$ cat src/verilog/timer8_pkg.sv
// constants for the 8-bit timer register block
package timer8_pkg;
	// ==========================================================
	// register indices (byte address is index times four)
	localparam logic [7:0] IDX_CMP_B  = 8'h17;
	localparam logic [7:0] IDX_CMP_A  = 8'h18;
	localparam logic [7:0] IDX_CNT    = 8'h19;
	localparam logic [7:0] IDX_CTRL_B = 8'h1a;
	localparam logic [7:0] IDX_CTRL_A = 8'h1b;
	localparam logic [7:0] IDX_FLAGS  = 8'h39;
	localparam logic [7:0] IDX_MASK   = 8'h3a;
	// ==========================================================
	// reset values
	localparam logic [7:0] RST_CMP    = 8'h00;
	localparam logic [7:0] RST_CNT    = 8'h00;
	localparam logic [7:0] RST_CTRL   = 8'h00;
	localparam logic [2:0] RST_FLAGS  = 3'h0;
	localparam logic [2:0] RST_MASK   = 3'h0;
	// ==========================================================
	// field positions
	localparam int FORCE_A_BIT = 7;
	localparam int FORCE_B_BIT = 6;
	localparam int WM_HI_BIT   = 3;
	localparam int CS_LSB      = 0;
	localparam int OM_A_LSB    = 6;
	localparam int OM_B_LSB    = 4;
	localparam int WM_LO_LSB   = 0;
	localparam int BIT_CMP_A   = 0;
	localparam int BIT_OVF     = 1;
	localparam int BIT_CMP_B   = 2;
	// ==========================================================
	// counter limits
	localparam logic [7:0] CNT_MAX    = 8'hff;
	localparam logic [7:0] CNT_BOTTOM = 8'h00;
	// ==========================================================
	// clock select codes and prescaler divisors
	localparam logic [2:0] CS_STOP     = 3'h0;
	localparam logic [2:0] CS_DIV1     = 3'h1;
	localparam logic [2:0] CS_DIV8     = 3'h2;
	localparam logic [2:0] CS_DIV64    = 3'h3;
	localparam logic [2:0] CS_DIV256   = 3'h4;
	localparam logic [2:0] CS_DIV1024  = 3'h5;
	localparam logic [2:0] CS_EXT_FALL = 3'h6;
	localparam logic [2:0] CS_EXT_RISE = 3'h7;
	localparam logic [10:0] PRE_DIV8    = 11'h008;
	localparam logic [10:0] PRE_DIV64   = 11'h040;
	localparam logic [10:0] PRE_DIV256  = 11'h100;
	localparam logic [10:0] PRE_DIV1024 = 11'h400;
	// ==========================================================
	// waveform modes and output modes
	localparam logic [2:0] WM_NORMAL   = 3'h0;
	localparam logic [2:0] WM_PC_MAX   = 3'h1;
	localparam logic [2:0] WM_CTC      = 3'h2;
	localparam logic [2:0] WM_FAST_MAX = 3'h3;
	localparam logic [2:0] WM_PC_CMP   = 3'h5;
	localparam logic [2:0] WM_FAST_CMP = 3'h7;
	localparam logic [1:0] OM_OFF      = 2'h0;
	localparam logic [1:0] OM_TOGGLE   = 2'h1;
	localparam logic [1:0] OM_CLEAR    = 2'h2;
	localparam logic [1:0] OM_SET      = 2'h3;
endpackage
$ cat src/verilog/timer8_ctrl_irq_regs.sv
// 8-bit timer with compare channels, flags and apb registers
// How it works
// counter max is 0xff and bottom is 0x00
// force bits act only in non-pwm waveform modes
// force strobe applies a compare match to the waveform at once
// force sets no flag, raises no interrupt, never clears counter
// force bits are write-only strobes that read as zero
// software writes force bits as zero while in a pwm mode
// clock select: stop, undivided, divide by 8, 64, 256, 1024
// codes 110 and 111 count falling or rising pin edges
// pin edges count even when the pin is an output
// reserved bits 5:4 of control b read as zero
// counter register is directly readable and writable
// a counter write blocks the match on the next tick
// both compare registers are always compared with the counter
// a match sets the channel compare flag
// overflow flag set at max, top or bottom by mode
// interrupt when flag, its enable and global enable are set
// taking the interrupt vector clears its flag
// writing one clears a flag, zero leaves it
// waveform mode is high bit of b with low bits of a
// non-pwm output modes: port, toggle, clear, set on match
// hardware flag set wins over a same-cycle software clear
`timescale 1ns/1ps
module timer8_ctrl_irq_regs (
	// clock and reset
	input  wire logic        pclk,
	input  wire logic        presetn,
	// apb slave
	input  wire logic        psel,
	input  wire logic        penable,
	input  wire logic        pwrite,
	input  wire logic [7:0]  paddr,
	input  wire logic [31:0] pwdata,
	output logic      [31:0] prdata,
	output logic             pready,
	output logic             pslverr,
	// external count pin
	input  wire logic        ext_count_pin,
	// processor side
	input  wire logic        global_irq_en,
	input  wire logic        vec_ack_cmp_a,
	input  wire logic        vec_ack_ovf,
	input  wire logic        vec_ack_cmp_b,
	output logic             irq_cmp_a,
	output logic             irq_ovf,
	output logic             irq_cmp_b,
	// waveform outputs
	output logic             wave_out_a,
	output logic             wave_out_a_conn,
	output logic             wave_out_b,
	output logic             wave_out_b_conn
);
	// ==========================================================
	// decode helpers
	function automatic logic reg_hit(input logic [7:0] addr,
		input logic [7:0] idx);
		reg_hit = (addr == {idx[5:0], 2'b00});
	endfunction

	function automatic logic is_pwm(input logic [2:0] wm);
		is_pwm = (wm[0] == 1'b1);
	endfunction

	function automatic logic [9:0] pre_mask(input logic [10:0] div);
		pre_mask = 10'(div - 11'h001);
	endfunction

	// ==========================================================
	// state
	logic [7:0] cnt_ff;
	logic [7:0] cmp_ff [2];
	logic [7:0] ctrl_a_ff;
	logic       wm_hi_ff;
	logic [2:0] cs_ff;
	logic [2:0] flags_ff;
	logic [2:0] mask_ff;
	logic       dir_down_ff;
	logic       block_ff;
	logic [9:0] presc_ff;
	logic       ext_prev_ff;
	logic       wave_ff [2];
	logic [31:0] prdata_ff;

	logic [2:0] wmode;
	logic [1:0] omode [2];
	logic       wr_acc;
	logic       wr_cnt;
	logic       wr_ctrl_b;
	logic       wr_flags;
	logic       mapped;
	logic       tmr_tick;
	logic       pre_tick;
	logic       phase_mode;
	logic       top_is_cmp;
	logic [7:0] top_val;
	logic [1:0] hit;
	logic [1:0] force_cmp;
	logic       ovf_evt;
	logic       at_bottom_wrap;
	logic [2:0] set_evt;
	logic [2:0] clr_evt;
	logic [2:0] nxt_flags;
	logic [31:0] nxt_prdata;

	// ==========================================================
	// apb decode
	assign wmode   = {wm_hi_ff, ctrl_a_ff[timer8_pkg::WM_LO_LSB +: 2]};
	assign omode[0] = ctrl_a_ff[timer8_pkg::OM_A_LSB +: 2];
	assign omode[1] = ctrl_a_ff[timer8_pkg::OM_B_LSB +: 2];

	assign mapped = reg_hit(paddr, timer8_pkg::IDX_CMP_B)
		| reg_hit(paddr, timer8_pkg::IDX_CMP_A)
		| reg_hit(paddr, timer8_pkg::IDX_CNT)
		| reg_hit(paddr, timer8_pkg::IDX_CTRL_B)
		| reg_hit(paddr, timer8_pkg::IDX_CTRL_A)
		| reg_hit(paddr, timer8_pkg::IDX_FLAGS)
		| reg_hit(paddr, timer8_pkg::IDX_MASK);
	// zero wait states keep the access phase to one cycle
	assign pready  = 1'b1;
	assign pslverr = psel & penable & ~mapped;
	assign wr_acc  = psel & penable & pwrite & mapped;
	assign wr_cnt    = wr_acc & reg_hit(paddr, timer8_pkg::IDX_CNT);
	assign wr_ctrl_b = wr_acc & reg_hit(paddr, timer8_pkg::IDX_CTRL_B);
	assign wr_flags  = wr_acc & reg_hit(paddr, timer8_pkg::IDX_FLAGS);

	// read data is caught in the setup cycle, held for access
	always_comb begin
		nxt_prdata = 32'h0000_0000;
		if (reg_hit(paddr, timer8_pkg::IDX_CMP_B)) begin
			nxt_prdata[7:0] = cmp_ff[1];
		end
		if (reg_hit(paddr, timer8_pkg::IDX_CMP_A)) begin
			nxt_prdata[7:0] = cmp_ff[0];
		end
		if (reg_hit(paddr, timer8_pkg::IDX_CNT)) begin
			nxt_prdata[7:0] = cnt_ff;
		end
		if (reg_hit(paddr, timer8_pkg::IDX_CTRL_B)) begin
			// force and reserved bits stay zero, see see
			nxt_prdata[timer8_pkg::WM_HI_BIT] = wm_hi_ff;
			nxt_prdata[timer8_pkg::CS_LSB +: 3] = cs_ff;
		end
		if (reg_hit(paddr, timer8_pkg::IDX_CTRL_A)) begin
			nxt_prdata[7:0] = ctrl_a_ff & 8'hf3;
		end
		if (reg_hit(paddr, timer8_pkg::IDX_FLAGS)) begin
			nxt_prdata[2:0] = flags_ff;
		end
		if (reg_hit(paddr, timer8_pkg::IDX_MASK)) begin
			nxt_prdata[2:0] = mask_ff;
		end
	end

	always_ff @(posedge pclk or negedge presetn) begin
		if (!presetn) begin
			prdata_ff <= 32'h0000_0000;
		end else if (psel && !penable && !pwrite) begin
			prdata_ff <= nxt_prdata;
		end
	end
	assign prdata = prdata_ff;

	// ==========================================================
	// control registers
	always_ff @(posedge pclk or negedge presetn) begin
		if (!presetn) begin
			cmp_ff[0] <= timer8_pkg::RST_CMP;
			cmp_ff[1] <= timer8_pkg::RST_CMP;
			ctrl_a_ff <= timer8_pkg::RST_CTRL;
			wm_hi_ff  <= 1'b0;
			cs_ff     <= timer8_pkg::CS_STOP;
			mask_ff   <= timer8_pkg::RST_MASK;
		end else if (wr_acc) begin
			if (reg_hit(paddr, timer8_pkg::IDX_CMP_A)) begin
				cmp_ff[0] <= pwdata[7:0];
			end
			if (reg_hit(paddr, timer8_pkg::IDX_CMP_B)) begin
				cmp_ff[1] <= pwdata[7:0];
			end
			if (reg_hit(paddr, timer8_pkg::IDX_CTRL_A)) begin
				ctrl_a_ff <= pwdata[7:0] & 8'hf3;
			end
			if (wr_ctrl_b) begin
				wm_hi_ff <= pwdata[timer8_pkg::WM_HI_BIT];
				cs_ff    <= pwdata[timer8_pkg::CS_LSB +: 3];
			end
			if (reg_hit(paddr, timer8_pkg::IDX_MASK)) begin
				mask_ff <= pwdata[2:0];
			end
		end
	end

	// ==========================================================
	// clock select and prescaler
	always_ff @(posedge pclk or negedge presetn) begin
		if (!presetn) begin
			presc_ff    <= 10'h000;
			ext_prev_ff <= 1'b0;
		end else begin
			presc_ff    <= presc_ff + 10'h001;
			// pin is sampled regardless of its direction, see
			ext_prev_ff <= ext_count_pin;
		end
	end

	always_comb begin
		case (cs_ff) // see
		timer8_pkg::CS_STOP:     pre_tick = 1'b0;
		timer8_pkg::CS_DIV1:     pre_tick = 1'b1;
		timer8_pkg::CS_DIV8:     pre_tick =
			(presc_ff & pre_mask(timer8_pkg::PRE_DIV8))
			== pre_mask(timer8_pkg::PRE_DIV8);
		timer8_pkg::CS_DIV64:    pre_tick =
			(presc_ff & pre_mask(timer8_pkg::PRE_DIV64))
			== pre_mask(timer8_pkg::PRE_DIV64);
		timer8_pkg::CS_DIV256:   pre_tick =
			(presc_ff & pre_mask(timer8_pkg::PRE_DIV256))
			== pre_mask(timer8_pkg::PRE_DIV256);
		timer8_pkg::CS_DIV1024:  pre_tick =
			presc_ff == pre_mask(timer8_pkg::PRE_DIV1024);
		timer8_pkg::CS_EXT_FALL: pre_tick = ext_prev_ff & ~ext_count_pin;
		timer8_pkg::CS_EXT_RISE: pre_tick = ~ext_prev_ff & ext_count_pin;
		default:                 pre_tick = 1'b0;
		endcase
	end
	assign tmr_tick = pre_tick;

	// ==========================================================
	// counter unit
	assign phase_mode = (wmode == timer8_pkg::WM_PC_MAX)
		| (wmode == timer8_pkg::WM_PC_CMP);
	assign top_is_cmp = (wmode == timer8_pkg::WM_CTC)
		| (wmode == timer8_pkg::WM_PC_CMP)
		| (wmode == timer8_pkg::WM_FAST_CMP);
	assign top_val = top_is_cmp ? cmp_ff[0] : timer8_pkg::CNT_MAX;
	// a forced strobe is not part of the wrap test, see
	assign at_bottom_wrap = tmr_tick & ~phase_mode & (cnt_ff == top_val);

	always_ff @(posedge pclk or negedge presetn) begin
		if (!presetn) begin
			cnt_ff      <= timer8_pkg::RST_CNT;
			dir_down_ff <= 1'b0;
		end else if (wr_cnt) begin
			cnt_ff <= pwdata[7:0];
		end else if (tmr_tick) begin
			if (!phase_mode) begin
				dir_down_ff <= 1'b0;
				cnt_ff <= at_bottom_wrap ? timer8_pkg::CNT_BOTTOM
					: cnt_ff + 8'h01;
			end else if (!dir_down_ff) begin
				if (cnt_ff == top_val) begin
					dir_down_ff <= 1'b1;
					cnt_ff      <= cnt_ff - 8'h01;
				end else begin
					cnt_ff <= cnt_ff + 8'h01;
				end
			end else if (cnt_ff == timer8_pkg::CNT_BOTTOM) begin
				dir_down_ff <= 1'b0;
				cnt_ff      <= cnt_ff + 8'h01;
			end else begin
				cnt_ff <= cnt_ff - 8'h01;
			end
		end
	end

	// match suppression after a counter write
	always_ff @(posedge pclk or negedge presetn) begin
		if (!presetn) begin
			block_ff <= 1'b0;
		end else if (wr_cnt) begin
			block_ff <= 1'b1;
		end else if (tmr_tick) begin
			block_ff <= 1'b0;
		end
	end

	// overflow point depends on waveform mode, see
	always_comb begin
		case (wmode)
		timer8_pkg::WM_PC_MAX,
		timer8_pkg::WM_PC_CMP:   ovf_evt = tmr_tick & dir_down_ff
			& (cnt_ff == timer8_pkg::CNT_BOTTOM);
		timer8_pkg::WM_FAST_CMP: ovf_evt = tmr_tick & (cnt_ff == top_val);
		default:                 ovf_evt = tmr_tick
			& (cnt_ff == timer8_pkg::CNT_MAX);
		endcase
	end

	// ==========================================================
	// compare channels and waveform outputs
	generate
		for (genvar ch = 0; ch < 2; ch++) begin : g_chan
			// always compared, gated by tick and block, see
			assign hit[ch] = tmr_tick & ~block_ff & ~wr_cnt
				& (cnt_ff == cmp_ff[ch]);
			// strobe only, nothing stored, see see
			assign force_cmp[ch] = wr_ctrl_b & ~is_pwm(wmode)
				& pwdata[timer8_pkg::FORCE_A_BIT - ch];

			always_ff @(posedge pclk or negedge presetn) begin
				if (!presetn) begin
					wave_ff[ch] <= 1'b0;
				end else if (!is_pwm(wmode)) begin
					if (hit[ch] || force_cmp[ch]) begin
						case (omode[ch])
						timer8_pkg::OM_TOGGLE: wave_ff[ch] <= ~wave_ff[ch];
						timer8_pkg::OM_CLEAR:  wave_ff[ch] <= 1'b0;
						timer8_pkg::OM_SET:    wave_ff[ch] <= 1'b1;
						default:               wave_ff[ch] <= wave_ff[ch];
						endcase
					end
				end else if (hit[ch]) begin
					case (omode[ch])
					timer8_pkg::OM_TOGGLE: begin
						if (ch == 0 && wm_hi_ff) begin
							wave_ff[ch] <= ~wave_ff[ch];
						end
					end
					timer8_pkg::OM_CLEAR:
						wave_ff[ch] <= phase_mode & dir_down_ff;
					timer8_pkg::OM_SET:
						wave_ff[ch] <= ~(phase_mode & dir_down_ff);
					default: wave_ff[ch] <= wave_ff[ch];
					endcase
				end else if (at_bottom_wrap) begin
					case (omode[ch])
					timer8_pkg::OM_CLEAR: wave_ff[ch] <= 1'b1;
					timer8_pkg::OM_SET:   wave_ff[ch] <= 1'b0;
					default:              wave_ff[ch] <= wave_ff[ch];
					endcase
				end
			end
		end
	endgenerate

	assign wave_out_a      = wave_ff[0];
	assign wave_out_b      = wave_ff[1];
	assign wave_out_a_conn = (omode[0] != timer8_pkg::OM_OFF);
	assign wave_out_b_conn = (omode[1] != timer8_pkg::OM_OFF);

	// ==========================================================
	// flags and interrupt requests
	assign set_evt[timer8_pkg::BIT_CMP_A] = hit[0];
	assign set_evt[timer8_pkg::BIT_CMP_B] = hit[1];
	assign set_evt[timer8_pkg::BIT_OVF]   = ovf_evt;
	assign clr_evt[timer8_pkg::BIT_CMP_A] = vec_ack_cmp_a;
	assign clr_evt[timer8_pkg::BIT_OVF]   = vec_ack_ovf;
	assign clr_evt[timer8_pkg::BIT_CMP_B] = vec_ack_cmp_b;
	// set is applied last so a simultaneous event survives, see
	assign nxt_flags = (flags_ff & ~clr_evt
		& ~({3{wr_flags}} & pwdata[2:0])) | set_evt;

	always_ff @(posedge pclk or negedge presetn) begin
		if (!presetn) begin
			flags_ff <= timer8_pkg::RST_FLAGS;
		end else begin
			flags_ff <= nxt_flags;
		end
	end


	assign irq_cmp_a = global_irq_en & mask_ff[timer8_pkg::BIT_CMP_A]
		& flags_ff[timer8_pkg::BIT_CMP_A];
	assign irq_ovf   = global_irq_en & mask_ff[timer8_pkg::BIT_OVF]
		& flags_ff[timer8_pkg::BIT_OVF];
	assign irq_cmp_b = global_irq_en & mask_ff[timer8_pkg::BIT_CMP_B]
		& flags_ff[timer8_pkg::BIT_CMP_B];

	logic rd_ctrl_b;
	assign rd_ctrl_b = psel & penable & ~pwrite
		& reg_hit(paddr, timer8_pkg::IDX_CTRL_B);
endmodule // timer8_ctrl_irq_regs

$ cat config.mk
export PLATFORM = sky130hd
export DESIGN_NAME = timer8_ctrl_irq_regs
export DESIGN_NICKNAME = d
export VERILOG_FILES = /design/src/verilog/timer8_pkg.sv /design/src/verilog/timer8_ctrl_irq_regs.sv
export SDC_FILE = /design/constraint.sdc
export NUM_CORES = 1
export LEC_CHECK = 0
export BUFFER_PORTS_ARGS = -buffer_cell sky130_fd_sc_hd__buf_4
export CORE_UTILIZATION = 35
export DETAILED_ROUTE_END_ITERATION = 6
export HOLD_SLACK_MARGIN = 0.08
export PLACE_DENSITY = 0.61
export SLEW_MARGIN = 30
export SYNTH_ARGS = -nofsm -noshare
export SYNTH_HDL_FRONTEND = slang
export SYNTH_SLANG_ARGS = --single-unit
$ cat constraint.sdc
create_clock -name pclk -period 3.2 [get_ports pclk]
set_input_delay 0.48 -clock pclk [delete_from_list [all_inputs] [get_ports pclk]]
set_output_delay 0.48 -clock pclk [all_outputs]
set_load 0.01 [all_outputs]
==> impl_results.html <==
<table>
<tr><th>Metric</th><th>Value</th></tr>
<tr><th colspan="2">Critical path</th></tr>
<tr><td>Largest stage delay on the critical path</td><td>0.50 ns</td></tr>
<tr><td>Startpoint type of the worst setup path</td><td>flop</td></tr>
<tr><td>Ordered list of cells on the worst path</td><td>nor2b_1, a2111oi_4, a311oi_1, a211oi_1, buf_4, mux2i_1, mux2_1, a21oi_1</td></tr>
<tr><td>Crit path DAT</td><td>3.10 ns</td></tr>
<tr><td>Required time of the critical path</td><td>about 3.5 ns</td></tr>
<tr><td>Library cell contributing the largest single delay on the critical path</td><td>sky130_fd_sc_hd__dfrtp_1</td></tr>
<tr><td>Sort of element at the end of the critical path</td><td>flop</td></tr>
<tr><td>Maximum fanout encountered on the critical timing path</td><td>10</td></tr>
<tr><td>Cell count of the worst reg-to-reg path</td><td>8</td></tr>
<tr><td>Critical setup path kind</td><td>flop to flop</td></tr>
<tr><th colspan="2">Clocking</th></tr>
<tr><td>TritonCTS clock tree</td><td>done</td></tr>
<tr><td>Clock tree root buffer cell</td><td>sky130_fd_sc_hd__clkbuf_16</td></tr>
<tr><td>Clock buffers created by TritonCTS</td><td>9</td></tr>
<tr><td>Number of instances resized during post-cts repair</td><td>0</td></tr>
<tr><td>Hold_buf cts</td><td>0</td></tr>
<tr><td>H-Tree Depth</td><td>3</td></tr>
<tr><td>Post-CTS Repair Setup Buffers</td><td>0</td></tr>
<tr><td>Clock-pin slew on the worst setup and hold paths</td><td>~0.050 ns</td></tr>
<tr><td>Worst-skew pair later-pin latency</td><td>0.34 ns</td></tr>
<tr><td>Max clock buf depth</td><td>2</td></tr>
<tr><td>Sink count of the clock tree</td><td>63</td></tr>
<tr><th colspan="2">Floorplanning</th></tr>
<tr><td>Starting Density</td><td>approximately 36%</td></tr>
<tr><td>Die width</td><td>111.8 µm</td></tr>
<tr><td>Die footprint</td><td>0.01249 mm²</td></tr>
<tr><td>Core Region</td><td>0.01156 mm²</td></tr>
<tr><td>Number of ports placed on the die boundary</td><td>91</td></tr>
<tr><td>Height of the die</td><td>111.8 µm</td></tr>
<tr><td>Site Rows</td><td>39</td></tr>
<tr><th colspan="2">Placed design</th></tr>
<tr><td>Global placement routability congestion</td><td>0.9147</td></tr>
<tr><td>HPWL after detailed placement</td><td>8.260 mm</td></tr>
<tr><td>Placed Cells</td><td>626</td></tr>
<tr><td>Port Buffer Count</td><td>41</td></tr>
<tr><th colspan="2">Global routing</th></tr>
<tr><td>Global-route wire length before repair</td><td>~19 mm</td></tr>
<tr><td>Initial antenna violation count</td><td>0</td></tr>
<tr><td>All-layer global routing usage</td><td>19.23%</td></tr>
<tr><td>Global-route layer with the greatest usage</td><td>met2</td></tr>
<tr><td>GR Util met2</td><td>29.69%</td></tr>
<tr><td>Met3 routing resource usage after global routing</td><td>3.484%</td></tr>
<tr><td>Largest net degree at the start of global routing</td><td>64</td></tr>
<tr><td>Total global routing overflow</td><td>0</td></tr>
<tr><td>Met1 Usage GRT</td><td>between 20% and 30%</td></tr>
<tr><td>Via count of the first global-routing pass</td><td>3,569</td></tr>
<tr><th colspan="2">STA</th></tr>
<tr><td>Transition at the pin with the smallest max-transition slack</td><td>~0.9 ns</td></tr>
<tr><td>Headroom to the max-slew limit</td><td>39.69%</td></tr>
<tr><td>Setup repair after global routing missed its margin</td><td>false</td></tr>
<tr><td>Total count of hold-check failures in the final report</td><td>0</td></tr>
<tr><td>Post-layout min period</td><td>about 2.8 ns</td></tr>
<tr><td>Max Freq</td><td>0.3523 GHz</td></tr>
<tr><td>Worst clock skew on the final layout</td><td>0.003893 ns</td></tr>
<tr><td>Total Neg Setup Slack</td><td>0 ns</td></tr>
<tr><td>Number of pins exceeding their max-slew limit in the final report</td><td>0</td></tr>
<tr><td>Count of final setup violators</td><td>0</td></tr>
<tr><td>Part of the cycle the worst path needs</td><td>between 80% and 90%</td></tr>
<tr><th colspan="2">Logic synthesis</th></tr>
<tr><td>Number of flops mapped to enable cells by yosys</td><td>0</td></tr>
<tr><td>YS warnings</td><td>0</td></tr>
<tr><td>Dominant synthesized flop cell</td><td>sky130_fd_sc_hd__dfrtp_1</td></tr>
<tr><td>Number of unique standard cell types used by synthesis</td><td>66</td></tr>
<tr><td>Post-synthesis sequential area ratio</td><td>37.38%</td></tr>
<tr><td>Top post-synthesis cells by area</td><td>sky130_fd_sc_hd__dfrtp_1 (37%), sky130_fd_sc_hd__mux2_1 (6.4%), sky130_fd_sc_hd__buf_4 (4.6%)</td></tr>
<tr><td>Area fraction of the dominant cell type after synthesis</td><td>a little under two fifths</td></tr>
<tr><td>Mean instance size in the synthesized netlist</td><td>9.270 µm²</td></tr>
<tr><td>Number of standard cells after synthesis</td><td>455</td></tr>
<tr><td>Synthesized flop and latch total</td><td>63</td></tr>
<tr><td>Post-synthesis instance area</td><td>between 0.004 and 0.005 mm²</td></tr>
<tr><td>Share of async-settable or async-resettable flops after synthesis</td><td>between 90% and 100%</td></tr>
<tr><td>Cell accounting for the most synthesized area</td><td>sky130_fd_sc_hd__dfrtp_1</td></tr>
<tr><th colspan="2">Pwr</th></tr>
<tr><td>Maximum ir drop on the vdd rail</td><td>246.4 µV</td></tr>
<tr><td>Leakage power summed over all cells</td><td>0.002278 µW</td></tr>
<tr><td>Cell area power density</td><td>approximately 480 mW/mm²</td></tr>
<tr><th colspan="2">Status</th></tr>
<tr><td>Status</td><td>finished, violations left</td></tr>
<tr><td>Violations in the final reports</td><td>DRC</td></tr>
<tr><th colspan="2">Layout</th></tr>
<tr><td>Fraction of layout cells with a size suffix above 1</td><td>19.48%</td></tr>
<tr><td>Syn-to-layout area delta</td><td>15.93%</td></tr>
<tr><td>Post-Layout Cell Count</td><td>641</td></tr>
<tr><td># diodes</td><td>0</td></tr>
<tr><td>Fin nets</td><td>~550</td></tr>
<tr><th colspan="2">Hold path</th></tr>
<tr><td>Worst min-delay path class</td><td>input port to async pin</td></tr>
<tr><th colspan="2">Route</th></tr>
<tr><td>Total via count after detailed routing</td><td>between 3,000 and 4,000</td></tr>
<tr><td>Initial DRT Pass Iterations</td><td>7</td></tr>
<tr><td>Total routed wirelength</td><td>11.34 mm</td></tr>
<tr><td>Routed length per instance</td><td>17.69 µm</td></tr>
<tr><td>Number of remaining DRC errors</td><td>10</td></tr>
<tr><td>DRC violation total after the first TritonRoute iteration</td><td>270</td></tr>
<tr><td>Avg Vias per Cell</td><td>5.685</td></tr>
<tr><td>Antenna Nets Post-Route</td><td>0</td></tr>
<tr><th colspan="2">Run</th></tr>
<tr><td># Max-Cap Violations</td><td>0</td></tr>
</table>
[routing by layer]
layer | part of all wire [%] | vias up | wire length, µm
met3 | 6.7 | 27 | 765
met5 | 0 | - | 0
met2 | 45 | 157 | 5138
li1 | - | 1669 | -
met1 | 46 | 1791 | 5198
met4 | 2.1 | 0 | 238
[sequential cells by signal (all words and copies together), names as in the netlist]
register,flops
dir_down_ff,1
prdata,8
block_ff,1
flags_ff,3
wm_hi_ff,1
ctrl_a_ff,6
wave_out_b,1
ext_prev_ff,1
mask_ff,3
presc_ff,10
cmp_ff,16
cs_ff,3
cnt_ff,8
wave_out_a,1
[cell type report]
| type | count | area, µm² |
|---|---|---|
| fillers | 1118 | 6675 |
| well taps | 143 | 178.9 |
| flip-flops and latches | 63 | 1577 |
| repair buffers | 54 | 405.4 |
| clock inverters | 4 | 45.04 |
| clock buffers | 11 | 252.7 |
| multi-input cells | 348 | 2364 |
| inverters | 18 | 67.56 |
[synthesized netlist by cell type (3+ instances only)]
cell / number
sky130_fd_sc_hd__o21ai_0: 5
sky130_fd_sc_hd__and3_1: 9
sky130_fd_sc_hd__mux2_2: 9
sky130_fd_sc_hd__nand2b_1: 12
sky130_fd_sc_hd__nor2b_1: 8
sky130_fd_sc_hd__a221oi_1: 5
sky130_fd_sc_hd__o22ai_1: 5
sky130_fd_sc_hd__clkbuf_1: 10
sky130_fd_sc_hd__mux2i_1: 13
sky130_fd_sc_hd__and2_1: 3
sky130_fd_sc_hd__buf_2: 9
sky130_fd_sc_hd__mux2_1: 24
sky130_fd_sc_hd__a31o_1: 3
sky130_fd_sc_hd__buf_4: 26
sky130_fd_sc_hd__a21oi_1: 26
sky130_fd_sc_hd__a311oi_1: 3
sky130_fd_sc_hd__o21a_1: 3
sky130_fd_sc_hd__nand2_1: 33
sky130_fd_sc_hd__o21ai_1: 5
sky130_fd_sc_hd__dfrtp_1: 63
sky130_fd_sc_hd__inv_1: 14
sky130_fd_sc_hd__nor4_1: 7
sky130_fd_sc_hd__nor3_1: 11
sky130_fd_sc_hd__xnor2_1: 5
sky130_fd_sc_hd__a211oi_1: 6
sky130_fd_sc_hd__inv_2: 4
sky130_fd_sc_hd__nor4b_1: 3
sky130_fd_sc_hd__a22oi_1: 6
sky130_fd_sc_hd__nor2_1: 35
sky130_fd_sc_hd__xor2_1: 10
sky130_fd_sc_hd__a2bb2oi_1: 3
sky130_fd_sc_hd__nand3_1: 16
sky130_fd_sc_hd__or3_1: 7
sky130_fd_sc_hd__ha_1: 5
[metrics by stage]
stage	worst slack (ns)	total power, µW	area [µm²]	hold WS [ns]	util, %
2_1_floorplan	0.6361	1217	4304	0.1844	-
3_3_place_gp	0.3853	1345	4592	0.4548	39.71
3_5_place_dp	0.3531	1357	4592	0.4595	39.71
4_1_cts	0.3952	2350	4890	0.2567	42.28
5_1_grt	0.1695	2447	4890	0.2664	42.28
6_report	0.3611	2336	4890	0.2463	42.28
[worst paths after layout]
path	endpoint	start	slack (ns)
worst min register to register	presc_ff[0]	presc_ff[0]	0.46
max in group asynchronous	wave_out_a	presetn	2.41
worst max register to register	cnt_ff[4]	cnt_ff[6]	0.36
min in group pclk	ext_prev_ff	ext_count_pin	0.26
worst min-delay path	cmp_ff[5]	presetn	0.25
worst max-delay path	cnt_ff[4]	cnt_ff[6]	0.36
[placed cells by master (no fill, tap or decap), types with 6 or more instances in the layout]
cell                        count
sky130_fd_sc_hd__dfrtp_1       63
sky130_fd_sc_hd__xor2_1        10
sky130_fd_sc_hd__buf_4         54
sky130_fd_sc_hd__a21oi_1       26
sky130_fd_sc_hd__nand3_1       16
sky130_fd_sc_hd__clkbuf_16      9
sky130_fd_sc_hd__or3_1          7
sky130_fd_sc_hd__mux2i_1       13
sky130_fd_sc_hd__nor4_1         7
sky130_fd_sc_hd__conb_1        25
sky130_fd_sc_hd__nand2_1       33
sky130_fd_sc_hd__nor3_1        11
sky130_fd_sc_hd__nor2b_1        8
sky130_fd_sc_hd__inv_1         14
sky130_fd_sc_hd__mux2_1        24
sky130_fd_sc_hd__nor2_1        35
sky130_fd_sc_hd__a211oi_1       6
sky130_fd_sc_hd__and3_1         9
sky130_fd_sc_hd__nand2b_1      12
sky130_fd_sc_hd__a22oi_1        6
sky130_fd_sc_hd__mux2_2         9
[logic make-up after synthesis]
group                    count (synthesis)  share of synthesized area [%]
AO/OA/AOI/OAI                           88                          14.74
XOR/XNOR                                15                          3.115
adder cells (fa/ha/maj)                  5                          1.483
AND/OR/NAND/NOR                        169                          22.31
other                                    2                         0.1781
multiplexers                            46                          11.90
buffers and inverters                   67                          8.899
flip-flops                              63                          37.38
[power by group]
part / leakage, µW / internal (µW) / switching, µW
combinational: 0.00133 / 193 / 256
clock: 0.000151 / 636 / 349
sequential: 0.000802 / 835 / 67.1
[worst max-delay path: cells and delay by family, from the launching register on]
| kind | cells | cell delay (ns) |
|---|---|---|
| muxes | 2 | 0.62 |
| and+or+nand+nor | 1 | 0.22 |
| AOI/OAI and AO/OA | 4 | 1.16 |
| DFF | 1 | 0.50 |
| buffers and inverters | 1 | 0.27 |
(Power assumes the default switching activity.)
